## src/shared/pcd_pkg.sv

```systemverilog
// Shared constants and carrier types for the protocol setup and slot status block
`default_nettype none

package pcd_pkg;

    // Bus and register geometry
    localparam int unsigned DATA_W = 32;
    localparam int unsigned REG_W = 16;
    localparam int unsigned SLOT_W = 11;
    localparam int unsigned NUM_CHAN = 2;
    localparam int unsigned NUM_CFG = 31;
    localparam int unsigned CFG_AW = 5;
    localparam int unsigned IDX_W = 12;

    // Register indices; the byte address is four times the index
    localparam logic [11:0] IDX_LAST_SLOT_A = 12'h09c;
    localparam logic [11:0] IDX_LAST_SLOT_B = 12'h09e;
    localparam logic [11:0] IDX_CFG_BASE = 12'h0a0;
    localparam logic [11:0] IDX_CFG_SPAN = 12'h03e;

    // Reset values
    localparam logic [10:0] LAST_SLOT_RST = 11'h000;
    localparam logic [10:0] NO_DYN_TX_SLOT = 11'h000;
    localparam logic [15:0] CFG_RST = 16'h0000;

    // Field placement inside the protocol setup words: word, lsb, width
    localparam int unsigned APO_REG = 0, APO_LSB = 10, APO_W = 6;
    localparam int unsigned SSL_REG = 0, SSL_LSB = 0, SSL_W = 10;
    localparam int unsigned MSAAP_REG = 2, MSAAP_LSB = 10, MSAAP_W = 6;
    localparam int unsigned MSAPO_REG = 3, MSAPO_LSB = 10, MSAPO_W = 5;
    localparam int unsigned SWAAP_REG = 6, SWAAP_LSB = 0, SWAAP_W = 8;
    localparam int unsigned WUCH_REG = 10, WUCH_BIT = 15;
    localparam int unsigned KCRC_REG = 12, KCRC_LSB = 0, KCRC_W = 11;
    localparam int unsigned SSAAP_REG = 13, SSAAP_LSB = 0, SSAAP_W = 10;
    localparam int unsigned LTO_HI_REG = 14, LTO_LO_REG = 15, LTO_HI_W = 5;
    localparam int unsigned NLT_HI_REG = 16, NLT_LO_REG = 17, NLT_HI_W = 9;

    // Engine side slot report for one channel
    typedef struct packed {
        logic valid;
        logic [10:0] slot;
    } pcd_slot_report_t;

    // Decoded parameters handed to the protocol engine
    typedef struct packed {
        logic wakeup_chan_b;
        logic [10:0] key_slot_header_crc;
        logic [10:0] static_slot_mt;
        logic static_slot_mismatch;
        logic [6:0] minislot_mt;
        logic [8:0] symbol_window_mt;
        logic [25:0] noise_listen_ut;
        logic [21:0] listen_timeout_ut;
    } pcd_engine_cfg_t;

    // Whole state of the top module
    typedef struct packed {
        pcd_engine_cfg_t cfg;
        logic [NUM_CHAN-1:0][10:0] last_slot;
        logic [NUM_CHAN-1:0][10:0] seen_slot;
        logic [NUM_CHAN-1:0] seen_any;
        logic [15:0] stat_rdata;
        logic rd_cfg;
        logic slverr;
        logic [NUM_CHAN-1:0] wake_send;
    } pcd_state_t;

endpackage : pcd_pkg

`default_nettype wire

```

## src/pcd_cfg_store.sv

```systemverilog
// Protocol setup word store with registered read port and parallel view
`default_nettype none

module pcd_cfg_store #(
    parameter int unsigned DEPTH = 31,
    parameter int unsigned WIDTH = 16,
    parameter int unsigned AW = 5
) (
    // Clock and reset
    input wire logic clock,
    input wire logic srst,
    // Write port
    input wire logic wr_en,
    input wire logic [AW-1:0] wr_idx,
    input wire logic [WIDTH-1:0] wr_data,
    // Read port
    input wire logic rd_en,
    input wire logic [AW-1:0] rd_idx,
    output logic [WIDTH-1:0] rd_data,
    // Parallel view for the engine
    output logic [DEPTH-1:0][WIDTH-1:0] words
);

    typedef struct packed {
        logic [DEPTH-1:0][WIDTH-1:0] words;
        logic [WIDTH-1:0] rd_data;
    } pcd_store_state_t;

    pcd_store_state_t state;
    pcd_store_state_t next_state;

    // Write and read updates; indices past the depth are dropped
    always_comb begin
        next_state = state;
        if (wr_en && (32'(wr_idx) < DEPTH)) begin
            next_state.words[wr_idx] = wr_data;
        end
        if (rd_en) begin
            next_state.rd_data = (32'(rd_idx) < DEPTH) ? state.words[rd_idx] : '0;
        end
    end

    // All words return to the reset value
    always_ff @(posedge clock) begin
        if (srst) begin
            next_state_reset: state <= '{words: {DEPTH{pcd_pkg::CFG_RST}}, rd_data: '0};
        end else begin
            state <= next_state;
        end
    end

    assign rd_data = state.rd_data;
    assign words = state.words;

endmodule : pcd_cfg_store

`default_nettype wire

```

## src/pcd_top.sv

```systemverilog
// Protocol setup registers and last dynamic transmit slot status, APB slave
//
// Functional notes
// - Per channel, latch last dynamic slot at segment end
// - No channel A frame: load zero
// - No channel B frame: load zero
// - Engine takes parameters from setup register fields
// - Wakeup channel 0 selects A, 1 B
// - Key slot header CRC is 11 bits, software-supplied
// - Static slot after action point: length minus offset minus one
// - Minislot after action point: length minus offset minus one
// - Symbol window after action point: length minus offset minus one
// - Noise listen timeout minus one, split over two words
//
// The implementer's own choice: the APB register port.
`default_nettype none

module pcd_top #(
    parameter int unsigned ADDR_W = 16
) (
    // Clock and reset
    input wire logic clock,
    input wire logic srst,

    // APB slave
    input wire logic psel,
    input wire logic penable,
    input wire logic pwrite,
    input wire logic [ADDR_W-1:0] paddr,
    input wire logic [31:0] pwdata,
    input wire logic [3:0] pstrb,
    output logic [31:0] prdata,
    output logic pready,
    output logic pslverr,

    // Protocol engine events
    input wire pcd_pkg::pcd_slot_report_t tx_report_a,
    input wire pcd_pkg::pcd_slot_report_t tx_report_b,
    input wire logic dyn_seg_end,
    input wire logic wakeup_req,

    // Protocol engine configuration and wakeup steering
    output logic [pcd_pkg::NUM_CFG-1:0][15:0] protocol_setup_register,
    output pcd_pkg::pcd_engine_cfg_t engine_cfg,
    output logic wakeup_send_a,
    output logic wakeup_send_b,

    // Status values as the host sees them
    output logic [10:0] last_dyn_slot_value_a,
    output logic [10:0] last_dyn_slot_value_b
);

    pcd_pkg::pcd_state_t state;
    pcd_pkg::pcd_state_t next_state;

    // Bus phase decode
    logic setup_phase;
    logic access_phase;
    logic [11:0] idx;
    logic addr_ok;
    logic [11:0] cfg_off;
    logic hit_cfg;
    logic hit_last_a;
    logic hit_last_b;
    logic hit_any;
    logic [4:0] cfg_n;

    // Store interface
    logic store_wr_en;
    logic store_rd_en;
    logic [15:0] store_wr_data;
    logic [15:0] store_rd_data;
    logic [15:0] cur_word;
    logic [pcd_pkg::NUM_CFG-1:0][15:0] words;

    // Channel reports gathered into one array for the per-channel loop
    pcd_pkg::pcd_slot_report_t [pcd_pkg::NUM_CHAN-1:0] reports;
    logic [pcd_pkg::NUM_CHAN-1:0][10:0] next_last;
    logic [pcd_pkg::NUM_CHAN-1:0][10:0] next_seen;
    logic [pcd_pkg::NUM_CHAN-1:0] next_any;

    assign reports[0] = tx_report_a;
    assign reports[1] = tx_report_b;

    // Setup cycle prepares the answer, access cycle completes it
    assign setup_phase = psel && !penable;
    assign access_phase = psel && penable;

    // Word index from the byte address; misaligned or out of range misses
    assign idx = paddr[13:2];
    assign addr_ok = (paddr[1:0] == 2'h0) && (32'(paddr) < 32'h0000_4000);
    assign cfg_off = idx - pcd_pkg::IDX_CFG_BASE;
    assign cfg_n = cfg_off[5:1];

    // Setup words sit on even indices, one word per index pair
    always_comb begin
        hit_cfg = addr_ok && (idx >= pcd_pkg::IDX_CFG_BASE);
        hit_cfg = hit_cfg && (cfg_off <= pcd_pkg::IDX_CFG_SPAN - 12'h002);
        hit_cfg = hit_cfg && !cfg_off[0];
    end

    assign hit_last_a = addr_ok && (idx == pcd_pkg::IDX_LAST_SLOT_A);
    assign hit_last_b = addr_ok && (idx == pcd_pkg::IDX_LAST_SLOT_B);
    assign hit_any = hit_cfg || hit_last_a || hit_last_b;

    // Byte lanes 0 and 1 carry the 16-bit words; lanes 2 and 3 have no storage
    assign cur_word = words[cfg_n];
    assign store_wr_data[7:0] = pstrb[0] ? pwdata[7:0] : cur_word[7:0];
    assign store_wr_data[15:8] = pstrb[1] ? pwdata[15:8] : cur_word[15:8];

    // A write lands at the access edge, so a read set up next sees it
    assign store_wr_en = access_phase && pwrite && hit_cfg;
    assign store_rd_en = setup_phase && !pwrite && hit_cfg;

    pcd_cfg_store #(
        .DEPTH(pcd_pkg::NUM_CFG),
        .WIDTH(pcd_pkg::REG_W),
        .AW(pcd_pkg::CFG_AW)
    ) u_store (
        .clock(clock),
        .srst(srst),
        .wr_en(store_wr_en),
        .wr_idx(cfg_n),
        .wr_data(store_wr_data),
        .rd_en(store_rd_en),
        .rd_idx(cfg_n),
        .rd_data(store_rd_data),
        .words(words)
    );

    // Per-channel capture of the latest dynamic slot transmitted in
    for (genvar ch = 0; ch < pcd_pkg::NUM_CHAN; ch++) begin : g_chan
        always_comb begin
            next_seen[ch] = state.seen_slot[ch];
            next_any[ch] = state.seen_any[ch];
            next_last[ch] = state.last_slot[ch];
            // A report in the closing cycle still counts for this segment
            if (reports[ch].valid) begin
                next_seen[ch] = reports[ch].slot;
                next_any[ch] = 1'b1;
            end
            if (dyn_seg_end) begin
                if (next_any[ch]) begin
                    next_last[ch] = next_seen[ch];
                end else begin
                    next_last[ch] = pcd_pkg::NO_DYN_TX_SLOT;
                end
                // Start afresh for the next segment
                next_seen[ch] = pcd_pkg::LAST_SLOT_RST;
                next_any[ch] = 1'b0;
            end
        end
    end

    // Next state: bus answer, status capture, decoded engine parameters
    always_comb begin
        logic [5:0] apo;
        logic [9:0] ssl;
        logic [9:0] ssaap;
        logic [5:0] msaap;
        logic [4:0] msapo;
        logic [7:0] swaap;
        logic [24:0] nlt;
        logic [20:0] lto;
        apo = '0;
        ssl = '0;
        ssaap = '0;
        msaap = '0;
        msapo = '0;
        swaap = '0;
        nlt = '0;
        lto = '0;
        next_state = state;

        // Status registers move only on engine events; bus writes never reach them
        next_state.last_slot = next_last;
        next_state.seen_slot = next_seen;
        next_state.seen_any = next_any;

        // Read data and error are prepared in the setup cycle
        if (setup_phase) begin
            next_state.rd_cfg = hit_cfg;
            next_state.slverr = !hit_any;
            if (hit_last_a) begin
                next_state.stat_rdata = {5'h00, state.last_slot[0]};
            end else if (hit_last_b) begin
                next_state.stat_rdata = {5'h00, state.last_slot[1]};
            end else begin
                next_state.stat_rdata = 16'h0000;
            end
        end

        // Raw fields pulled from the setup words
        apo = words[pcd_pkg::APO_REG][pcd_pkg::APO_LSB +: pcd_pkg::APO_W];
        ssl = words[pcd_pkg::SSL_REG][pcd_pkg::SSL_LSB +: pcd_pkg::SSL_W];
        ssaap = words[pcd_pkg::SSAAP_REG][pcd_pkg::SSAAP_LSB +: pcd_pkg::SSAAP_W];
        msaap = words[pcd_pkg::MSAAP_REG][pcd_pkg::MSAAP_LSB +: pcd_pkg::MSAAP_W];
        msapo = words[pcd_pkg::MSAPO_REG][pcd_pkg::MSAPO_LSB +: pcd_pkg::MSAPO_W];
        swaap = words[pcd_pkg::SWAAP_REG][pcd_pkg::SWAAP_LSB +: pcd_pkg::SWAAP_W];
        nlt = {words[pcd_pkg::NLT_HI_REG][pcd_pkg::NLT_HI_W-1:0],
               words[pcd_pkg::NLT_LO_REG]};
        lto = {words[pcd_pkg::LTO_HI_REG][pcd_pkg::LTO_HI_W-1:0],
               words[pcd_pkg::LTO_LO_REG]};

        // Wakeup channel and key slot CRC pass straight through
        next_state.cfg.wakeup_chan_b = words[pcd_pkg::WUCH_REG][pcd_pkg::WUCH_BIT];
        next_state.cfg.key_slot_header_crc =
            words[pcd_pkg::KCRC_REG][pcd_pkg::KCRC_LSB +: pcd_pkg::KCRC_W];

        // Action point offset is stored minus one, so add back two in total
        next_state.cfg.static_slot_mt = 11'(ssaap) + 11'(apo) + 11'h002;
        next_state.cfg.static_slot_mismatch =
            (11'(ssaap) + 11'(apo) + 11'h002) != 11'(ssl);
        next_state.cfg.minislot_mt = 7'(msaap) + 7'(msapo) + 7'h02;
        next_state.cfg.symbol_window_mt = 9'(swaap) + 9'(apo) + 9'h002;

        // Timeouts are stored minus one across a word pair
        next_state.cfg.noise_listen_ut = 26'(nlt) + 26'h000_0001;
        next_state.cfg.listen_timeout_ut = 22'(lto) + 22'h00_0001;

        // Wakeup request goes out on the selected channel only
        next_state.wake_send[0] = wakeup_req && !state.cfg.wakeup_chan_b;
        next_state.wake_send[1] = wakeup_req && state.cfg.wakeup_chan_b;
    end

    // Single register stage for the whole state
    always_ff @(posedge clock) begin
        if (srst) begin
            state <= '0;
        end else begin
            state <= next_state;
        end
    end

    // Zero wait states: every access completes in its first access cycle
    assign pready = 1'b1;
    assign pslverr = access_phase && state.slverr;

    // Upper half of the word reads as zero
    assign prdata = {16'h0000, state.rd_cfg ? store_rd_data : state.stat_rdata};

    // Engine view of the setup words and their decoded values
    assign protocol_setup_register = words;
    assign engine_cfg = state.cfg;
    assign wakeup_send_a = state.wake_send[0];
    assign wakeup_send_b = state.wake_send[1];
    assign last_dyn_slot_value_a = state.last_slot[0];
    assign last_dyn_slot_value_b = state.last_slot[1];

endmodule : pcd_top

`default_nettype wire

```

## config.mk

```make
export PLATFORM = sky130hd
export DESIGN_NAME = pcd_top
export DESIGN_NICKNAME = d
export VERILOG_FILES = /design/src/shared/pcd_pkg.sv /design/src/pcd_cfg_store.sv /design/src/pcd_top.sv
export SDC_FILE = /design/constraint.sdc
export NUM_CORES = 1
export LEC_CHECK = 0
export BUFFER_PORTS_ARGS = -buffer_cell sky130_fd_sc_hd__buf_2
export CAP_MARGIN = 10
export CORE_ASPECT_RATIO = 0.9
export CORE_MARGIN = 5
export CORE_UTILIZATION = 32
export CTS_CLUSTER_DIAMETER = 50
export DETAILED_ROUTE_END_ITERATION = 10
export PLACE_DENSITY = 0.58
export SLEW_MARGIN = 15
export SYNTH_ARGS = -nofsm -noshare
export SYNTH_HDL_FRONTEND = slang
export SYNTH_HIERARCHICAL = 1
export SYNTH_SLANG_ARGS = --single-unit
```

## constraint.sdc

```tcl
create_clock -name clock -period 4.1 [get_ports clock]
set_input_delay 1.025 -clock clock [delete_from_list [all_inputs] [get_ports clock]]
set_output_delay 1.025 -clock clock [all_outputs]
set_load 0.01 [all_outputs]
```

== Word level (Yosys, flattened, before mapping) ==
Cells that the tools add are included.

* Add/subtract/negate cells: 9
* Order comparisons: 6
* Eq/ne operators: 3
* Mux-type cells: 17
* Reduce and logical (&&, ||, !) cells: 26

{| class="wikitable"
|+ Operators with widths
! cell !! number
|-
| 496-bit bitwise mux || 1
|-
| 16-bit binary-select mux with 5-bit select || 1
|-
| 16-bit demux with 5-bit select || 1
|-
| 11-bit two-way mux || 6
|-
| 16-bit two-way mux || 4
|-
| 25-bit by 1-bit adder with 26-bit output, second input constant || 1
|-
| 12-bit by 8-bit equality test with 1-bit output, second input constant || 2
|-
| 21-bit by 1-bit adder with 22-bit output, second input constant || 1
|-
| 1-bit logical AND || 17
|-
| 16-bit by 15-bit < comparator with 1-bit output, second input constant || 1
|-
| 8-bit two-way mux || 2
|-
| 12-bit by 8-bit greater-or-equal comparator with 1-bit output, second input constant || 1
|-
| 12-bit by 6-bit less-or-equal comparator with 1-bit output, second input constant || 1
|-
| 12-bit by 8-bit subtractor with 12-bit output, second input constant || 1
|-
| 10-bit by 6-bit adder with 11-bit output || 1
|-
| 11-bit by 2-bit adder with 11-bit output, second input constant || 1
|-
| 11-bit by 10-bit != test with 1-bit output || 1
|-
| 8-bit by 6-bit adder with 9-bit output || 1
|-
| 9-bit by 2-bit adder with 9-bit output, second input constant || 1
|-
| 6-bit by 5-bit adder with 7-bit output || 1
|-
| 7-bit by 2-bit adder with 7-bit output, second input constant || 1
|-
| 5-bit by 6-bit < comparator with 1-bit output, second input constant || 1
|-
| 5-bit by 1-bit greater-or-equal comparator with 1-bit output, second input constant || 1
|-
| 1-bit logical NOT || 5
|-
| other kinds (5) || 7
|}

* Register bits: 666
* Bits of input ports: 83
* Output and inout port bits: 642
* Word-level logic and storage cells: 110

== Depth between registers and ports, before layout ==
Gate-level depths: netlist of run 1.

* Depth in word-level cells: 8
* Mapped depth: 15
* Mapped depth without buffers: 12

== Hierarchy ==
Netlist of run 1, hierarchy kept.

{| class="wikitable"
|+ Modules (own cells, without submodules)
! module !! times used !! cells each !! area an instance (µm²) !! sequential area each (µm²)
|-
| pcd_cfg_store || 1 || 2539 || 22318.9 || 10249.8
|-
| pcd_top || 1 || 1238 || 11901.4 || 2982.9
|}

== Worst setup path after synthesis of run 1 ==
Ideal clock, no wire load.

* Kind: input to register
* Start: input paddr[7]
* End: register u_store.state (netlist bit u_store/words[231])
* Setup time: 0.128 ns
* Arrival time: 3.670 ns
* Required time: 3.972 ns
* Setup slack: 0.302 ns
* Cell stages on the path: 15
* Path buffers: 4
* Cells stage by stage: clkinv_1 -> buf_4 -> ha_1 -> nand3b_1 -> a211oi_1 -> o2111ai_1 -> nor2_1 -> buf_2 -> nor2b_2 -> nand3_1 -> buf_4 -> nor2_2 -> buf_6 -> mux2i_1 -> nor2_1

* Elaborated cells between the ends (all ways): 20
* Those cells by class: 1 x add/sub; 6 x order compare; 6 x mux; 7 x reduce/logical

{| class="wikitable"
|+ RTL lines
! what !! RTL line !! source
|-
| from (decl) || pcd_top.sv:29 || <nowiki>input wire logic [ADDR_W-1:0] paddr,</nowiki>
|-
| 12-bit by 8-bit subtractor with 12-bit output || pcd_top.sv:92 || <nowiki>assign cfg_off = idx - pcd_pkg::IDX_CFG_BASE;</nowiki>
|-
| named net cfg_off[5] || pcd_top.sv:61 || <nowiki>logic [11:0] cfg_off;</nowiki>
|-
| 12-bit by 6-bit less-or-equal comparator with 1-bit output || pcd_top.sv:98 || <nowiki>hit_cfg = hit_cfg && (cfg_off <= pcd_pkg::IDX_CFG_SPAN - 12'h002);</nowiki>
|-
| 1-bit logical AND || pcd_top.sv:98 ||
|-
| 1-bit logical AND || pcd_top.sv:99 || <nowiki>hit_cfg = hit_cfg && !cfg_off[0];</nowiki>
|-
| 1-bit logical AND || pcd_top.sv:112 || <nowiki>assign store_wr_en = access_phase && pwrite && hit_cfg;</nowiki>
|-
| named net store_wr_en || pcd_top.sv:69 || <nowiki>logic store_wr_en;</nowiki>
|-
| 1-bit logical AND || pcd_cfg_store.sv:35 || <nowiki>if (wr_en && (32'(wr_idx) < DEPTH)) begin</nowiki>
|-
| to (signal assigned) || pcd_cfg_store.sv:46 || <nowiki>next_state_reset: state <= '{words: {DEPTH{pcd_pkg::CFG_RST}}, rd_data: '0};</nowiki>
|-
| to (signal assigned) || pcd_cfg_store.sv:48 || <nowiki>state <= next_state;</nowiki>
|-
| to (decl) || pcd_cfg_store.sv:29 || <nowiki>pcd_store_state_t state;</nowiki>
|}

The timed path passes the listed nets, and every way through them passes these cells. The select of a mux whose other input is x is not followed.
A chain may end at the register's enable or synchronous reset.

== Worst setup path after layout of run 1 ==
* Start: input paddr[15]
* End: register u_store.state (netlist bit u_store/words[354])

* Cells in the longest elaborated chain, start to end: 7

{| class="wikitable"
|+ RTL lines
! what !! RTL line !! source
|-
| 16-bit by 15-bit < comparator with 1-bit output || pcd_top.sv:91 || <nowiki>assign addr_ok = (paddr[1:0] == 2'h0) && (32'(paddr) < 32'h0000_4000);</nowiki>
|-
| 1-bit logical AND || pcd_top.sv:91 ||
|-
| 1-bit logical AND || pcd_top.sv:97 || <nowiki>hit_cfg = addr_ok && (idx >= pcd_pkg::IDX_CFG_BASE);</nowiki>
|-
| 1-bit logical AND || pcd_top.sv:98 ||
|-
| 1-bit logical AND || pcd_top.sv:99 ||
|-
| 1-bit logical AND || pcd_top.sv:112 ||
|-
| named net store_wr_en || pcd_top.sv:69 ||
|-
| 1-bit logical AND || pcd_cfg_store.sv:35 ||
|}

The timed path passes the listed nets, and every way through them passes these cells.

==> results.toml, run 1 <==
[placement]
gp_congestion = 0.930
io_buffer_count = 689
dp_cells = 5629
place_hpwl_um = 126000

[status]
status = "finished, final reports clean"

[worst_setup_path]
cp-end-kind = "flop"
cp_max_fo = 18
path_class = "primary input to flop"
cp.arrival_ps = 3850
required_ps = 4620
crit_path_start_kind = "primary input"

[clocking]
clock_path_buffers = 3
cts-resized-gates = 0
worstSkewPairLatency_ps = 680
cts_setup_buffers = 0
cts_tree = "built"
numCtsBuffers = 94
root_buffer = "clkbuf_16"
cts_hold_buf = 0
cts.clk_slew.worst_paths_ps = 50
cts.sinks = 661
cts_htree_levels = 3

[sta]
min_period_over_period_pct = 81.0
slew_viol_final = 0
setup_viol = 0
rsz0062_at_grt = "false"
period_needed_ps = 3320
finalHoldViolCount = 0
relSlewSlack_pct = 26.1
tns_ps = 0
holdWs_ps = 440
fmax_mhz = 301
skew_ps = 24.8
tightest_slew_ps = 1100

[route]
drt.antenna.violating_nets = 0
drt_iter0_drc = 3584
vias = 32600
routed_wirelength_um = 168000
routedWlPerCell_um = 28.8
viasPerCell = 5.61
drc = 0
drt_pre_antenna_iters = 6

[global_route]
antenna_found_initial = 15
grt-ovfl-total = 0
grt_pass1_vias = 30100
grt_max_degree = 161
grt_usage_pct = 28.0
grt_pass1_wl_um = 231000

[final_layout]
multiInputGateArea_um2 = 18500
utilization_pct = 40.4
drive_gt1_share_pct = 30.0
fillCellCount = 10600
layout.cells.non_filler = 5812
syn2layout_area_growth_pct = 25.2
fin_nets = 4468
final_cell_mix = "nand2_1, buf_2, dfxtp_1, a21oi_1, mux2i_1"
seq_area_um2 = 13200
layout_commonest_cell = "nand2_1"

[power]
pwr-share-comb_pct = 6.9
power_frac_clock_pct = 53.0
swShare_pct = 25.9
powerDensity_nw_per_um2 = 377
p_total_uw = 16100
internal_power_uw = 11900
seqPwrFrac_pct = 40.1
p_sw_uw = 4180
peakVddDrop_mv = 0.288
power.leakage_uw = 0.0173

[die]
die_w_um = 355
start_util_pct = 32.3
core-area_um2 = 106000
die_y_um = 320
dieArea_um2 = 114000
ioPinCount = 725
rows = 113

[synthesis]
ys_seq_area_share_pct = 38.7
syn_avg_cell_area_um2 = 9.06
syn_area_um2 = 34200
synthArstFlopShare_pct = 0
synth-edff-count = 0
synth_cell_types = 71
synth_seq_cells = 661
ys_warn_count = 6
ys_dominant_reg_cell = "dfxtp_1"
synthCells = 3777

[hold_path]
hold_class = "flop to flop"

[job]
maxCapViolations = 0
sequential cells by signal, indices dropped and copies added (netlist names):
name / cells
wakeup_send_b: 1
u_store/rd_data: 16
u_store/words: 496
last_dyn_slot_value_a: 11
engine_cfg: 88
state: 37
last_dyn_slot_value_b: 11
wakeup_send_a: 1
routing by layer:
layer  vias up  routed length [um]  track usage (%)  share of wire, %
li1      14300                   -                -                 -
met1     16100               64800             35.0                39
met2      1838               72600             42.3                43
met3       385               19900             10.2                12
met4         6               10200             14.5               6.1
met5         -                  33                0             0.020
metrics by stage:
stage | cell area, um2 | setup WS [ps]
global route | 42800 | 560
finish | 42800 | 777
detailed placement | 39500 | 108
CTS | 42800 | 760
global placement | 39500 | 197
floorplan | 34300 | 302
cells by family (layout without fill, tap and decap cells):
family | count (synthesis) | in the layout | synth area share, %
mux | 546 | 546 | 22.7
xor+xnor | 57 | 57 | 1.50
simple gates | 1267 | 1267 | 15.7
buf+inv | 481 | 1112 | 7.65
flops | 661 | 661 | 38.7
compound gates | 722 | 722 | 12.2
other cells | 2 | 26 | 0.0219
fa+ha+maj | 41 | 41 | 1.56
Yosys cell counts, drive strengths merged, types with 8 or more instances:
library cell | count | share of area, %
xor2 | 28 | 0.72
inv | 41 | 0.45
o221ai | 8 | 0.20
xnor2 | 28 | 0.72
a221oi | 36 | 1.1
a31oi | 14 | 0.26
a22o | 9 | 0.23
nor4 | 9 | 0.16
nor2 | 278 | 3.1
mux2i | 343 | 10
dfxtp | 661 | 39
mux2 | 23 | 0.76
nor3 | 39 | 0.76
nand2b | 14 | 0.26
ha | 37 | 1.4
o211ai | 36 | 0.79
a22oi | 28 | 0.61
buf | 253 | 5.1
nand3b | 9 | 0.20
and3 | 14 | 0.26
a21oi | 405 | 5.9
clkbuf | 186 | 2.1
and2 | 12 | 0.23
nand3 | 30 | 0.45
nand4 | 13 | 0.24
nand2 | 773 | 8.5
mux4 | 180 | 12
nor2b | 48 | 0.88
a211oi | 9 | 0.20
o21ai | 149 | 2.2
cell type report:
type	count	area share, %
repair buffers	896	13.8
well taps	1380	4.03
inverters	42	0.368
flip-flops and latches	661	30.9
clock buffers	113	6.02
clock inverters	61	1.65
diodes	9	0.0526
multi-input cells	2650	43.2
final timing paths:
kind / cells after the start / to / slack, ps / from
max: 14 / u_store/words[354] / 780 / paddr[15]
min: 1 / wakeup_send_a / 440 / engine_cfg[87]
max reg2reg: 12 / engine_cfg[64] / 1080 / u_store/words[11]
min reg2reg: 1 / wakeup_send_a / 440 / engine_cfg[87]
power groups by stage:
stage,Combinational (uW),Clock [uW],Sequential [uW]
floorplan,664,0,6600
global placement,1090,0,6610
detailed placement,1100,0,6610
CTS,1100,8630,6470
global route,1160,8950,6470
finish,1120,8540,6470
worst max-delay path: stages:
cell	delay [ps]
buf_2	100
nor4_1	330
nand2_1	160
a211oi_1	220
o2111ai_1	170
nor2_1	160
buf_4	230
nor2b_2	290
nand3_1	170
buf_4	280
nor2_2	180
buf_12	210
mux2i_1	230
nor2_1	50
No activity file was read; power rests on OpenSTA's default activity.
==> run 2: changes to the inputs <==
==> constraint.sdc (replaced) <==
create_clock -name clock -period 3.2 [get_ports clock]
set_input_delay 0.8 -clock clock [delete_from_list [all_inputs] [get_ports clock]]
set_output_delay 0.8 -clock clock [all_outputs]
set_load 0.01 [all_outputs]
==> results.toml, run 2 (same netlist as run 1, synthesis figures left out) <==
[route]
routed.top_layer = "met5"
routedWlPerCell_um = 28.2
routed_wirelength_um = 169000
drc = 0
vias = 33100
routed-wl-met3_um = 19600
drt_pre_antenna_iters = 6
drt_iter0_drc = 4005
viasPerCell = 5.53
wl_met2_um = 74700
met1Wirelength_um = 66000
drt.antenna.violating_nets = 0

[clocking]
cts.clk_slew.worst_paths_ps = 60
cts_htree_levels = 3
cts_setup_buffers = 0
cts-resized-gates = 0
clock_path_buffers = 3
numCtsBuffers = 96
cts_tree = "built"
worstSkewPairLatency_ps = 690
root_buffer = "clkbuf_16"
cts.sinks = 661
cts_hold_buf = 0

[final_layout]
drive_gt1_share_pct = 32.8
largest_reg_flops = 496
fin_nets = 4650
layout_commonest_cell = "nand2_1"
syn2layout_area_growth_pct = 30.5
layout.cells.non_filler = 5994
final_cell_mix = "nand2_1, buf_2, dfxtp_1, a21oi_1, mux2i_1"
design_area_um2 = 44600

[placement]
gp_congestion = 0.949
place_area_um2 = 41200
place_hpwl_um = 129000
io_buffer_count = 689
dp_cells = 5809
pre_cts_ws_ps = -350

[die]
die_w_um = 355
start_util_pct = 32.3
dieArea_um2 = 114000
ioPinCount = 725
core-area_um2 = 106000
die_y_um = 320
rows = 113

[global_route]
antenna_found_initial = 16
grt_usage_pct = 28.1
grt-ovfl-total = 0
grt_max_degree = 130
grt_pass1_vias = 30700
grt_pass1_wl_um = 233000

[status]
status = "finished, final reports clean"

[hold_path]
hold_class = "primary input to flop"

[sta]
rsz0062_at_grt = "false"
tightest_slew_ps = 885
finalHoldViolCount = 0
slew_viol_final = 0
min_period_over_period_pct = 90.8
setup_viol = 0
period_needed_ps = 2910
skew_ps = 51.4
fmax_mhz = 344
setup_ws_ps = 294
relSlewSlack_pct = 40.8

[power]
power.leakage_uw = 0.0184
peakVddDrop_mv = 0.413
powerDensity_nw_per_um2 = 475

[worst_setup_path]
path_class = "primary input to flop"
required_ps = 3790
cp-end-kind = "flop"
cp_max_fo = 16
crit_path_start_kind = "primary input"
cp.arrival_ps = 3490

[job]
maxCapViolations = 0
run 2: worst paths after layout:
check,cells past startpoint,to,start,slack (ps)
worst max-delay path,15,u_store/words[152],paddr[7],290
worst min-delay path,3,state[25],tx_report_a[3],390
worst max register to register,12,engine_cfg[64],u_store/words[11],470
worst min register to register,1,wakeup_send_a,engine_cfg[87],450
run 2: layout make-up:
| class | count | area [um2] |
|---|---|---|
| Clock inverter | 60 | 797 |
| Timing Repair Buffer | 1076 | 7530 |
| Fill cell | 10500 | 61300 |
| Inverter | 42 | 163 |
| Sequential cell | 661 | 13200 |
| Antenna cell | 7 | 17.5 |
| Multi-Input combinational cell | 2650 | 18500 |
| Clock buffer | 118 | 2640 |
| Tap cell | 1380 | 1730 |
run 2: per-layer routing:
layer	vias up	GRT usage [%]
li1	14600	-
met1	16300	35.4
met2	1859	43.8
met3	349	9.51
met4	6	12.6
met5	-	0
run 2: per-stage QoR:
step                power (uW)  TNS (ps)  util [%]  hold slack, ps
floorplan                 9310      -959         -             414
detailed placement       10000   -107370      38.9             435
CTS                      21300         0      42.1             344
global route             21700         0      42.1             401
finish                   21200         0      42.2             393
global placement          9990    -98710      38.9             423
run 2: critical path, stage by stage:
cell and delay [ps]:
buf_2 120, clkinv_4 50, ha_1 190, nand3b_1 150, a211oi_1 250, o2111ai_1 210
nor2_1 140, buf_4 190, buf_4 160, nand3_1 330, buf_4 270, nor2_1 190
buf_12 200, nand2_1 70, a21oi_1 130
run 2: where the power goes:
part           total [uW]  leakage, uW  internal [uW]  switching [uW]
logic                1570       0.0114            587             980
registers            8290      0.00533           8260            21.7
clock network       11400      0.00165           7000            4370
total               21200       0.0184          15800            5370
